===== config.mk =====
export PLATFORM = sky130hd
export DESIGN_NAME = dcr_clock_recovery
export DESIGN_NICKNAME = d
export VERILOG_FILES = /design/src/dcr_pkg.sv /design/src/dcr_clock_recovery.sv
export VERILOG_INCLUDE_DIRS = /design/src
export SDC_FILE = /design/constraint.sdc
export NUM_CORES = 1
export LEC_CHECK = 0
export ABC_CLOCK_PERIOD_IN_PS = 2700
export BUFFER_PORTS_ARGS = -buffer_cell sky130_fd_sc_hd__buf_2
export CORE_ASPECT_RATIO = 1.4
export CORE_MARGIN = 2
export CORE_UTILIZATION = 54
export DETAILED_ROUTE_END_ITERATION = 10
export MAX_ROUTING_LAYER = met4
export PLACE_DENSITY = 0.82
export RECOVER_POWER = 100
export SYNTH_ARGS = -nofsm -noshare
export SYNTH_HDL_FRONTEND = slang
export SYNTH_SLANG_ARGS = --single-unit

===== constraint.sdc =====
create_clock -name clk -period 2.7 [get_ports clk]
set_input_delay 0 -clock clk [delete_from_list [all_inputs] [get_ports clk]]
set_output_delay 0 -clock clk [all_outputs]
set_load 0.02 [all_outputs]

===== src/dcr_defs.svh =====
`ifndef DCR_DEFS_SVH
`define DCR_DEFS_SVH

// ----------------------------------------------------------------
// register offsets
// ----------------------------------------------------------------
`define DCR_ADDR_LOOP_CMD   4'h0
`define DCR_ADDR_LOOP_STAT  4'h1

// ----------------------------------------------------------------
// loop command field, bits 7..5 of a command write
// ----------------------------------------------------------------
`define DCR_CMD_MSB         7
`define DCR_CMD_LSB         5
`define DCR_CMD_NULL        3'h0
`define DCR_CMD_SEARCH      3'h1
`define DCR_CMD_RST_MISS    3'h2
`define DCR_CMD_DISABLE     3'h3
`define DCR_CMD_SRC_BAUD    3'h4
`define DCR_CMD_SRC_PIN     3'h5
`define DCR_CMD_MODE_FM     3'h6
`define DCR_CMD_MODE_NRZI   3'h7

// ----------------------------------------------------------------
// loop status bit positions
// ----------------------------------------------------------------
`define DCR_STAT_ENABLED    0
`define DCR_STAT_SEARCH     1
`define DCR_STAT_FM         2
`define DCR_STAT_SRC_BAUD   3
`define DCR_STAT_ONE_MISS   6
`define DCR_STAT_TWO_MISS   7

// ----------------------------------------------------------------
// counter marks; a position is count * 2 + half
// ----------------------------------------------------------------
`define DCR_CNT_REST        5'h10
`define DCR_CNT_LAST        5'h1f
`define DCR_CNT_ADJ         5'h05
`define DCR_CNT_SKIP_FROM   5'h04
`define DCR_CNT_SKIP_TO     5'h06
`define DCR_CNT_DECIDE      5'h02
`define DCR_POS_DEAD_LO     6'h1f
`define DCR_POS_DEAD_HI     6'h20
`define DCR_POS_FM_LATE_HI  6'h26
`define DCR_POS_FM_EARLY_LO 6'h19

`endif


===== src/dcr_pkg.sv =====
`default_nettype none

package dcr_pkg;

  typedef enum logic [2:0]
  {
    DCR_OFF    = 3'b001,
    DCR_SEARCH = 3'b010,
    DCR_TRACK  = 3'b100
  } dcr_state_t;

  typedef enum logic [1:0]
  {
    DCR_ADJ_NONE  = 2'h0,
    DCR_ADJ_LONG  = 2'h1,
    DCR_ADJ_SHORT = 2'h2
  } dcr_adj_t;

  typedef struct packed
  {
    logic [4:0] cnt;
    logic       half;
  } dcr_phase_t;

  typedef struct packed
  {
    logic fmMode;
    logic srcBaud;
  } dcr_cfg_t;

  typedef struct packed
  {
    logic twoMissed;
    logic oneMissed;
  } dcr_flags_t;

endpackage

`default_nettype wire


===== src/dcr_clock_recovery.sv =====
`timescale 1ns/1ps
`default_nettype none
`include "dcr_defs.svh"

module dcr_clock_recovery #(
  parameter int ADDR_W = 4,
  parameter int DATA_W = 8
) (
  input  wire logic              clk,
  input  wire logic              rst,
  input  wire logic [ADDR_W-1:0] regAddr,
  input  wire logic [DATA_W-1:0] regWdata,
  input  wire logic              regWr,
  input  wire logic              regRd,
  output var  logic [DATA_W-1:0] regRdata,
  input  wire logic              baudClk,
  input  wire logic              pinClk,
  input  wire logic              rxData,
  output var  logic              rxClkOut,
  output var  logic              txClkOut
);

  // ----------------------------------------------------------------
  // state
  // ----------------------------------------------------------------
  dcr_pkg::dcr_state_t state_r,    state_nxt;
  dcr_pkg::dcr_phase_t phase_r,    phase_nxt;
  dcr_pkg::dcr_cfg_t   cfg_r,      cfg_nxt;
  dcr_pkg::dcr_flags_t flags_r,    flags_nxt;
  dcr_pkg::dcr_adj_t   adjPend_r,  adjPend_nxt;
  dcr_pkg::dcr_adj_t   adjAct_r,   adjAct_nxt;
  logic                rep_r,      rep_nxt;
  logic                seen_r,     seen_nxt;
  logic                winHit_r,   winHit_nxt;
  logic                missPrev_r, missPrev_nxt;
  logic                lossPend_r, lossPend_nxt;
  logic                srcPrev_r,  srcPrev_nxt;
  logic                rxPrev_r,   rxPrev_nxt;
  logic [DATA_W-1:0]   rdata_r,    rdata_nxt;
  logic                rxClk_r,    rxClk_nxt;
  logic                txClk_r,    txClk_nxt;

  logic       cmdWr;
  logic [2:0] cmd;
  logic       srcLevel;
  logic       tick;
  logic       dataEdge;
  logic [5:0] pos;
  logic       wrap;
  logic       missed;
  logic       inWindow;
  logic       deadZone;
  logic       early;
  dcr_pkg::dcr_flags_t flagSet;
  dcr_pkg::dcr_flags_t flagClr;

  assign cmdWr = regWr && (regAddr == `DCR_ADDR_LOOP_CMD);
  assign cmd   = regWdata[`DCR_CMD_MSB:`DCR_CMD_LSB];

  // ----------------------------------------------------------------
  // next-state logic
  // ----------------------------------------------------------------
  always_comb
  begin
    state_nxt    = state_r;
    phase_nxt    = phase_r;
    cfg_nxt      = cfg_r;
    adjPend_nxt  = adjPend_r;
    adjAct_nxt   = adjAct_r;
    rep_nxt      = rep_r;
    seen_nxt     = seen_r;
    winHit_nxt   = winHit_r;
    missPrev_nxt = missPrev_r;
    lossPend_nxt = lossPend_r;
    flagSet      = '0;
    flagClr      = '0;

    // loop clock is the selected source; both its edges make half counts
    srcLevel    = cfg_r.srcBaud ? baudClk : pinClk;
    srcPrev_nxt = srcLevel;
    tick        = srcLevel != srcPrev_r;
    rxPrev_nxt  = tick ? rxData : rxPrev_r;
    dataEdge    = tick && (rxData != rxPrev_r) && (state_r != dcr_pkg::DCR_OFF);

    pos      = {phase_r.cnt, phase_r.half};
    wrap     = tick && phase_r.half && (phase_r.cnt == `DCR_CNT_LAST);
    deadZone = (pos == `DCR_POS_DEAD_LO) || (pos == `DCR_POS_DEAD_HI);
    early    = pos < `DCR_POS_DEAD_LO;
    inWindow = (pos >= `DCR_POS_FM_EARLY_LO) && (pos <= `DCR_POS_FM_LATE_HI);
    missed   = cfg_r.fmMode && !winHit_r;

    unique case (state_r)
      dcr_pkg::DCR_OFF:
      begin
        phase_nxt = '{cnt: `DCR_CNT_REST, half: 1'b0};
      end
      dcr_pkg::DCR_SEARCH:
      begin
        // first edge is taken as the boundary between 15 and 16
        if (dataEdge)
        begin
          state_nxt  = dcr_pkg::DCR_TRACK;
          // starting edge sits in the window, so its partial cycle is no miss
          winHit_nxt = 1'b1;
        end
        phase_nxt = '{cnt: `DCR_CNT_REST, half: 1'b0};
      end
      dcr_pkg::DCR_TRACK:
      begin
        // only the first edge of a cycle outside the dead zone (in FM, inside the window) steers the correction
        if (dataEdge && !seen_r && !deadZone)
        begin
          if (!cfg_r.fmMode)
          begin
            seen_nxt    = 1'b1;
            adjPend_nxt = early ? dcr_pkg::DCR_ADJ_SHORT : dcr_pkg::DCR_ADJ_LONG;
          end
          else if (inWindow)
          begin
            seen_nxt    = 1'b1;
            adjPend_nxt = early ? dcr_pkg::DCR_ADJ_SHORT : dcr_pkg::DCR_ADJ_LONG;
          end
        end
        // outside the window an edge is data, not clock
        if (dataEdge && cfg_r.fmMode && inWindow)
        begin
          winHit_nxt = 1'b1;
        end
        if (dataEdge && cfg_r.fmMode && inWindow && deadZone)
        begin
          seen_nxt = 1'b1;
        end
        if (tick)
        begin
          phase_nxt.half = !phase_r.half;
          if (phase_r.half)
          begin
            if (phase_r.cnt == `DCR_CNT_ADJ && adjAct_r == dcr_pkg::DCR_ADJ_LONG && !rep_r)
            begin
              rep_nxt = 1'b1;
            end
            else if (phase_r.cnt == `DCR_CNT_SKIP_FROM && adjAct_r == dcr_pkg::DCR_ADJ_SHORT)
            begin
              phase_nxt.cnt = `DCR_CNT_SKIP_TO;
            end
            else
            begin
              phase_nxt.cnt = phase_r.cnt + 5'h01;
            end
          end
        end
        if (wrap)
        begin
          // a cycle without an edge hands on no correction
          adjAct_nxt   = seen_nxt ? adjPend_nxt : dcr_pkg::DCR_ADJ_NONE;
          adjPend_nxt  = dcr_pkg::DCR_ADJ_NONE;
          rep_nxt      = 1'b0;
          seen_nxt     = 1'b0;
          winHit_nxt   = 1'b0;
          missPrev_nxt = missed;
          lossPend_nxt = missed && missPrev_r;
          flagSet.oneMissed = missed;
        end
        // deciding at count 2 keeps both outputs low when the clocks stop
        if (tick && !phase_r.half && phase_r.cnt == `DCR_CNT_DECIDE && lossPend_r)
        begin
          flagSet.twoMissed = 1'b1;
          state_nxt    = dcr_pkg::DCR_SEARCH;
          phase_nxt    = '{cnt: `DCR_CNT_REST, half: 1'b0};
          lossPend_nxt = 1'b0;
          missPrev_nxt = 1'b0;
        end
      end
    endcase

    if (cmdWr)
    begin
      unique case (cmd)
        `DCR_CMD_SEARCH:
        begin
          state_nxt = dcr_pkg::DCR_SEARCH;
          flagClr   = '1;
        end
        `DCR_CMD_DISABLE:
        begin
          state_nxt = dcr_pkg::DCR_OFF;
          flagClr   = '1;
        end
        `DCR_CMD_RST_MISS: flagClr = '1;
        `DCR_CMD_SRC_BAUD: cfg_nxt.srcBaud = 1'b1;
        `DCR_CMD_SRC_PIN:  cfg_nxt.srcBaud = 1'b0;
        `DCR_CMD_MODE_FM:   cfg_nxt.fmMode = 1'b1;
        `DCR_CMD_MODE_NRZI: cfg_nxt.fmMode = 1'b0;
        default:
        begin
        end
      endcase
      if (cmd == `DCR_CMD_SEARCH || cmd == `DCR_CMD_DISABLE)
      begin
        phase_nxt    = '{cnt: `DCR_CNT_REST, half: 1'b0};
        adjPend_nxt  = dcr_pkg::DCR_ADJ_NONE;
        adjAct_nxt   = dcr_pkg::DCR_ADJ_NONE;
        rep_nxt      = 1'b0;
        seen_nxt     = 1'b0;
        winHit_nxt   = 1'b0;
        missPrev_nxt = 1'b0;
        lossPend_nxt = 1'b0;
      end
    end

    // a miss in the same cycle as a clear is kept
    flags_nxt = (flags_r & ~flagClr) | flagSet;

    // decoders: NRZI high on 16..31; FM rx high 4..11/20..27, tx 8..15/24..31
    if (cfg_nxt.fmMode)
    begin
      rxClk_nxt = phase_nxt.cnt[3] ^ phase_nxt.cnt[2];
      txClk_nxt = phase_nxt.cnt[3];
    end
    else
    begin
      rxClk_nxt = phase_nxt.cnt[4];
      txClk_nxt = phase_nxt.cnt[4];
    end

    rdata_nxt = '0;
    if (regRd && regAddr == `DCR_ADDR_LOOP_STAT)
    begin
      rdata_nxt[`DCR_STAT_ENABLED]  = state_r != dcr_pkg::DCR_OFF;
      rdata_nxt[`DCR_STAT_SEARCH]   = state_r != dcr_pkg::DCR_TRACK;
      rdata_nxt[`DCR_STAT_FM]       = cfg_r.fmMode;
      rdata_nxt[`DCR_STAT_SRC_BAUD] = cfg_r.srcBaud;
      rdata_nxt[`DCR_STAT_ONE_MISS] = flags_r.oneMissed;
      rdata_nxt[`DCR_STAT_TWO_MISS] = flags_r.twoMissed;
    end
  end

  // ----------------------------------------------------------------
  // registers
  // ----------------------------------------------------------------
  always_ff @(posedge clk)
  begin
    if (rst)
    begin
      state_r    <= dcr_pkg::DCR_OFF;
      cfg_r      <= '{fmMode: 1'b0, srcBaud: 1'b0};
      phase_r    <= '{cnt: `DCR_CNT_REST, half: 1'b0};
      flags_r    <= '0;
      adjPend_r  <= dcr_pkg::DCR_ADJ_NONE;
      adjAct_r   <= dcr_pkg::DCR_ADJ_NONE;
      rep_r      <= 1'b0;
      seen_r     <= 1'b0;
      winHit_r   <= 1'b0;
      missPrev_r <= 1'b0;
      lossPend_r <= 1'b0;
      srcPrev_r  <= 1'b0;
      rxPrev_r   <= 1'b0;
      rdata_r    <= '0;
      rxClk_r    <= 1'b1;
      txClk_r    <= 1'b1;
    end
    else
    begin
      state_r    <= state_nxt;
      cfg_r      <= cfg_nxt;
      phase_r    <= phase_nxt;
      flags_r    <= flags_nxt;
      adjPend_r  <= adjPend_nxt;
      adjAct_r   <= adjAct_nxt;
      rep_r      <= rep_nxt;
      seen_r     <= seen_nxt;
      winHit_r   <= winHit_nxt;
      missPrev_r <= missPrev_nxt;
      lossPend_r <= lossPend_nxt;
      srcPrev_r  <= srcPrev_nxt;
      rxPrev_r   <= rxPrev_nxt;
      rdata_r    <= rdata_nxt;
      rxClk_r    <= rxClk_nxt;
      txClk_r    <= txClk_nxt;
    end
  end

  assign regRdata = rdata_r;
  assign rxClkOut = rxClk_r;
  assign txClkOut = txClk_r;

  // ----------------------------------------------------------------
  // checks
  // ----------------------------------------------------------------
  src_select_a : assert property (@(posedge clk) disable iff (rst)
    cmdWr && cmd == `DCR_CMD_SRC_BAUD |=> cfg_r.srcBaud)
    else $error("baud source command not taken");

  enter_search_a : assert property (@(posedge clk) disable iff (rst)
    cmdWr && cmd == `DCR_CMD_SEARCH |=> state_r == dcr_pkg::DCR_SEARCH &&
      flags_r == $past(flagSet))
    else $error("search command did not enter search");

  search_hold_a : assert property (@(posedge clk) disable iff (rst)
    state_r == dcr_pkg::DCR_SEARCH && !dataEdge && !cmdWr |=>
      state_r == dcr_pkg::DCR_SEARCH && phase_r.cnt == `DCR_CNT_REST)
    else $error("search left without an edge");

  mode_select_a : assert property (@(posedge clk) disable iff (rst)
    cmdWr && cmd == `DCR_CMD_MODE_FM |=> cfg_r.fmMode ##0 (rxClkOut == 1'b0 || state_r == dcr_pkg::DCR_TRACK))
    else $error("fm mode command not taken");

  reset_default_a : assert property (@(posedge clk) disable iff (rst)
    $past(rst) |-> state_r == dcr_pkg::DCR_OFF && !cfg_r.srcBaud && !cfg_r.fmMode && rxClkOut)
    else $error("reset defaults wrong");

  nrzi_same_a : assert property (@(posedge clk) disable iff (rst)
    !cfg_r.fmMode |-> rxClkOut == txClkOut && rxClkOut == phase_r.cnt[4])
    else $error("nrzi outputs differ");

  fm_lag_a : assert property (@(posedge clk) disable iff (rst)
    cfg_r.fmMode && $rose(txClkOut) |-> rxClkOut && $past(rxClkOut))
    else $error("fm transmit output not lagging");

  skip_five_a : assert property (@(posedge clk) disable iff (rst)
    state_r == dcr_pkg::DCR_TRACK && tick && phase_r.half && !cmdWr && !lossPend_r &&
      phase_r.cnt == `DCR_CNT_SKIP_FROM && adjAct_r == dcr_pkg::DCR_ADJ_SHORT
      |=> phase_r.cnt == `DCR_CNT_SKIP_TO)
    else $error("count 5 not skipped");

  nrzi_rest_a : assert property (@(posedge clk) disable iff (rst)
    state_r != dcr_pkg::DCR_TRACK && !cfg_r.fmMode |-> rxClkOut && txClkOut)
    else $error("nrzi rest outputs not high");

  two_missed_a : assert property (@(posedge clk) disable iff (rst)
    $rose(flags_r.twoMissed) && !$past(cmdWr) |->
      state_r == dcr_pkg::DCR_SEARCH && $past(phase_r.cnt) == `DCR_CNT_DECIDE)
    else $error("double miss not handled at count 2");

  fm_rest_a : assert property (@(posedge clk) disable iff (rst)
    state_r != dcr_pkg::DCR_TRACK && cfg_r.fmMode |-> !rxClkOut && !txClkOut)
    else $error("fm rest outputs not low");

  one_missed_a : assert property (@(posedge clk) disable iff (rst)
    state_r == dcr_pkg::DCR_TRACK && cfg_r.fmMode && wrap && !winHit_r |=> flags_r.oneMissed)
    else $error("single miss not latched");

  dead_zone_a : assert property (@(posedge clk) disable iff (rst)
    state_r == dcr_pkg::DCR_TRACK && dataEdge && deadZone && !seen_r |=>
      adjPend_r == dcr_pkg::DCR_ADJ_NONE)
    else $error("dead zone edge caused a correction");

  entry_hit_a : assert property (@(posedge clk) disable iff (rst)
    state_r == dcr_pkg::DCR_SEARCH && dataEdge && !cmdWr |=>
      state_r == dcr_pkg::DCR_TRACK && winHit_r)
    else $error("search exit edge not taken");

endmodule // dcr_clock_recovery

`default_nettype wire


# Yosys cells after proc, flatten, opt, wreduce, memory -nomap -nowiden
# Index checks and enable logic that the tools add are counted.
# op_classes
n_addsub,1
multipliers,0
div,0
n_lt_le_gt_ge,3
eq_ne,23
shift,0
mux,69
bitwise_logic,5
reduce_logical,33
# ops
operator,n
2-to-1 mux 1 bit,36
2-to-1 mux 2 bit,17
2-to-1 mux 6 bit,4
logical AND 1 bit,20
"== test 3 bit, second input constant",5
2-to-1 mux 5 bit,3
case mux 3 bit (2 select lines),2
case mux 6 bit (2 select lines),1
"== test 5 x 3 -> 1 bit, second input constant",2
"== test 3 x 2 -> 1 bit, second input constant",3
2-to-1 mux 3 bit,3
"== test 3 x 1 -> 1 bit, second input constant",2
"== test 6 x 5 -> 1 bit, second input constant",1
"== test 6 bit, second input constant",1
">= comparator 6 x 5 -> 1 bit, second input constant",1
"<= comparator 6 bit, second input constant",1
"< comparator 6 x 5 -> 1 bit, second input constant",1
case mux 1 bit (2 select lines),3
"adder 5 x 1 -> 5 bit, second input constant",1
"== test 5 x 2 -> 1 bit, second input constant",1
"== test 5 bit, second input constant",1
zero test 1 bit,5
"== test 4 x 1 -> 1 bit, second input constant",1
zero test 4 bit,1
other kinds (15),18
# totals
register_bits,34
latchBits,0
ram_bits,0
romBits,0
word_cells,154
memories,0

# Depth between registers and ports, before layout
# logic_depth
word_depth,14
ltp_mapped,9
mapped_depth_nobuf,9

# Worst setup path before layout
# No wires, ideal clock.
# synth_path
path_type,register -> register
startpoint,register cfg_r[0] in the netlist's numbering
endpoint,"register txClk_r, in the netlist txClkOut"
setup_time_ns,0.074
arrival_time_ns,2.148
t_required_ns,2.626
path_slack_ns,0.477
path_stages_with_launch,9
path_buffers,0
synth_period_minus_slack_ns,2.223
cell_sequence,dfxtp_1 > mux2i_1 > xor2_1 > clkinv_1 > ha_1 > nand4_1 > nand2_1 > or3_2 > o21ai_0
# synth_between
elab_chain_len,10
word_cells_on_any_way,11
classes_between,1 x eq/ne; 7 x mux; 3 x reduce/logical
# synth_rtl
element,line_no,rtl
start: declaration,dcr_clock_recovery.sv:28,"dcr_pkg::dcr_cfg_t cfg_r, cfg_nxt;"
start signal: assignment,dcr_clock_recovery.sv:246,"cfg_r <= '{fmMode: 1'b0, srcBaud: 1'b0};"
start signal: assignment,dcr_clock_recovery.sv:265,cfg_r <= cfg_nxt;
2-to-1 mux 1 bit (*),dcr_clock_recovery.sv:79,srcLevel = cfg_r.srcBaud ? baudClk : pinClk;
inequality test 1 bit (*),dcr_clock_recovery.sv:81,tick = srcLevel != srcPrev_r;
logical AND 1 bit,dcr_clock_recovery.sv:165,if (tick && !phase_r.half && phase_r.cnt == `DCR_CNT_DECIDE && lossPend_r)
logical AND 1 bit (no source line),n/a,
logical AND 1 bit,dcr_clock_recovery.sv:165,
2-to-1 mux 6 bit (*),dcr_clock_recovery.sv:165,
case mux 6 bit (2 select lines) (*),dcr_clock_recovery.sv:92,unique case (state_r)
2-to-1 mux 6 bit,dcr_clock_recovery.sv:198,if (cmd == `DCR_CMD_SEARCH || cmd == `DCR_CMD_DISABLE)
2-to-1 mux 6 bit (*),dcr_clock_recovery.sv:176,if (cmdWr)
2-to-1 mux 1 bit (*),dcr_clock_recovery.sv:215,if (cfg_nxt.fmMode)
end signal: assignment,dcr_clock_recovery.sv:279,txClk_r <= txClk_nxt;
end: declaration,dcr_clock_recovery.sv:41,"logic txClk_r, txClk_nxt;"
# Every way passes the cells marked *; elsewhere a longest branch is shown, timed or not.
# A chain may end at the register's enable or synchronous reset.

# Final worst setup path
# Same ends and word-level chain as after synthesis.

==> results.cfg <==
[run_status]
status = finished clean

[worst_hold_path]
worstHoldStart = rst
worstHoldPathCells = 2
hp-class = input port to flop
holdPathEnd = rxPrev_r

[worst_setup_path]
path_cells = mux2i_1 -> xor2_1 -> clkinv_1 -> ha_1 -> nand4_1 -> nand2_1 -> or3_2 -> o21ai_0
crit_type = flop to flop
cp_slowest_cell = or3_2
arrival_ns = 2.55
regToRegSetupSlack_ns = 0.37
required_ns = 2.92
reg2regPathDepth = 8
r2r-end = txClkOut
reg2reg_from = cfg_r[0]
cpPeakStageDelay_ns = 0.48
startpoint_type = flop
crit_path_max_fanout = 6
crit_path_end_kind = flop

[global_routing]
antenna_found_initial = 0
track_usage = 0.229
gr-total-overflow = 0
grt_start_max_net_pins = 12
grt_pass1_wl_mm = 5.64
first_global_vias = 1320

[pwr]
p_total_mw = 0.985
p_per_area_mw_per_mm2 = 534
ir_worst_vdd_mv = 0.442
power.leakage_nw = 0.703

[clock_network]
cts_buffer_depth = 2
postCtsSetupRepairBufs = 0
clock_latency_ns = 0.29
ctsHoldBuffers = 2
cts_sinks = 32
tritoncts = done
cts-buffers-inserted = 5
clkTransAtPathRegs_ns = 0.07
cts_root_buf = clkbuf_8
cts_resized = 0
htreeDepth = 2

[final_layout]
nNetsFinal = 242
drive_above_1_share = 0.147
n_antenna_cell = 0
stdcell_area_mm2 = 0.00184
area_growth_pct = 15.1
final_cells = 254

[route]
drt_iter0_drc = 37
wl_per_cell_um = 13.2
vias = 1437
vias_per_cell = 5.66
wl_mm = 3.34
ant_nets = 0
dr.pass1.iters = 4
post-route-drc-count = 0

[timing]
maxSlewHeadroom = 0.619
postLayoutSetupSlackWorst_ns = 0.369
min_period_over_period = 0.863
setup-tns-final_ns = 0
hold_viol_final = 0
worstMarginPinSlew_ns = 0.566
setup_viol = 0
rsz0062_at_grt = no
period_needed_ns = 2.33
max_freq_mhz = 429
slew_violations = 0
skew_ns = 0.00472

[placement]
dp_hpwl_mm = 2.52
gp_congestion = 0.848
dp_cells = 244
dpl_worst_slack_ns = 0.372
place_area_mm2 = 0.00173
portBuffers = 21

[yosys]
ys_ff_latch = 32
ys_warn_count = 0
seq_area_frac_synth = 0.400
syn-cell-area_mm2 = 0.00160
synth.avg_cell_area_um2 = 8.43
synth_enable_flop_cells = 0
async_reset_ff_frac = 0
syn_inst = 190
ys.flop_type = dfxtp_1
synth_cell_type_count = 48

[floorplan]
die_h_um = 68.4
coreArea_mm2 = 0.00285
start_util = 0.562
pin_count = 29
die_w_um = 50.0
num_rows = 23
die_area_mm2 = 0.00342

[run]
max_cap_viol_count = 0
area by class of cell:
cell class | instances | area [µm²]
inverter | 7 | 26.3
tap | 37 | 46.3
clock buffer | 5 | 68.8
multi-input combinational | 146 | 901
fill | 231 | 1010
timing repair buffer | 24 | 118
sequential | 32 | 641
clock inverter | 3 | 42.5
through the flow:
stage          hold WS, ns  utilization
2_1_floorplan        0.134            -
3_3_place_gp         0.270        0.606
3_5_place_dp         0.284        0.606
4_1_cts            0.00118        0.652
5_1_grt             0.0188        0.647
6_report           0.00665        0.647
logic make-up (layout without fill, tap and decap cells):
family,after synthesis,in the layout,synth area share
xor+xnor,3,3,0.0164
simple gates,96,96,0.312
fa+ha+maj,7,7,0.0547
flops,32,32,0.400
mux,7,7,0.0453
buf+inv,13,39,0.0398
compound gates,31,31,0.130
other cells,1,2,0.00234
layer usage:
layer,track usage,wire (µm)
met1,0.230,1290
met5,-,0
met4,0.146,112
met3,0.0699,174
met2,0.387,1760
state kept, by name (all words and copies together) (netlist names), 2 cells and up:
name and count:
adjAct_r 2, adjPend_r 2, cfg_r 2, flags_r 2
phase_r 6, regRdata 6, state_r 3
layout by cell type (no fill, tap or decap), types with 2 or more instances in the layout:
cell type	synthesis	layout
dlygate4sd3_1	0	2
nand4_1	6	6
nor2_1	25	25
o21ai_0	5	6
mux2_2	2	2
or3_1	2	2
inv_1	6	6
a31o_2	2	2
clkbuf_8	0	5
nand3b_1	2	2
a32oi_1	2	2
nor3b_1	3	3
ha_1	7	7
a21oi_1	6	6
nor2b_1	3	3
nor4_1	3	3
clkbuf_1	3	10
nor3_1	10	10
and2_0	0	6
nand2_1	20	20
nand3_1	3	3
nand2b_1	2	2
xor2_1	2	2
buf_2	0	12
o22ai_1	2	2
conb_1	1	2
a31oi_1	4	4
a22oi_1	2	2
dfxtp_1	32	32
and3_2	2	2
mux2i_1	5	5
synth_stat cells (all sizes together), types with 4 or more instances:
library cell,count,share of area
a21oi,6,0.019
ha,7,0.055
inv,6,0.014
nand2,20,0.047
and2,8,0.032
mux2i,5,0.031
nor2,25,0.059
a31oi,4,0.016
nand4,6,0.023
dfxtp,32,0.40
o21ai,6,0.019
nor3,10,0.031
critical path: cells and delay by family, from the launching register on:
kind / cells / cell delay, ns
multiplexers: 1 / 0.33
buffers and inverters: 1 / 0.14
AO/OA/AOI/OAI: 1 / 0.17
AND/OR/NAND/NOR: 3 / 0.78
XOR/XNOR: 1 / 0.28
adder cells (fa/ha/maj): 1 / 0.19
flip-flops: 1 / 0.37
how the worst max path moves through the flow:
stage | startpoint | to | slack, ns | depth (start not counted)
final | cfg_r[0] | txClkOut | 0.37 | 8
after global routing | cfg_r[0] | missPrev_r | 0.06 | 9
after CTS | cfg_r[0] | txClkOut | 0.35 | 8
after detailed placement | cfg_r[0] | txClkOut | 0.37 | 8
after global placement | cfg_r[0] | txClkOut | 0.41 | 8
after floorplan | cfg_r[0] | txClkOut | 0.48 | 8
where the power goes:
group / internal (mW) / switching [mW]
clock: 0.273 / 0.187
sequential: 0.474 / 0.00200
combinational: 0.0178 / 0.0306
Note: power is estimated with default switching activity, not from simulation.
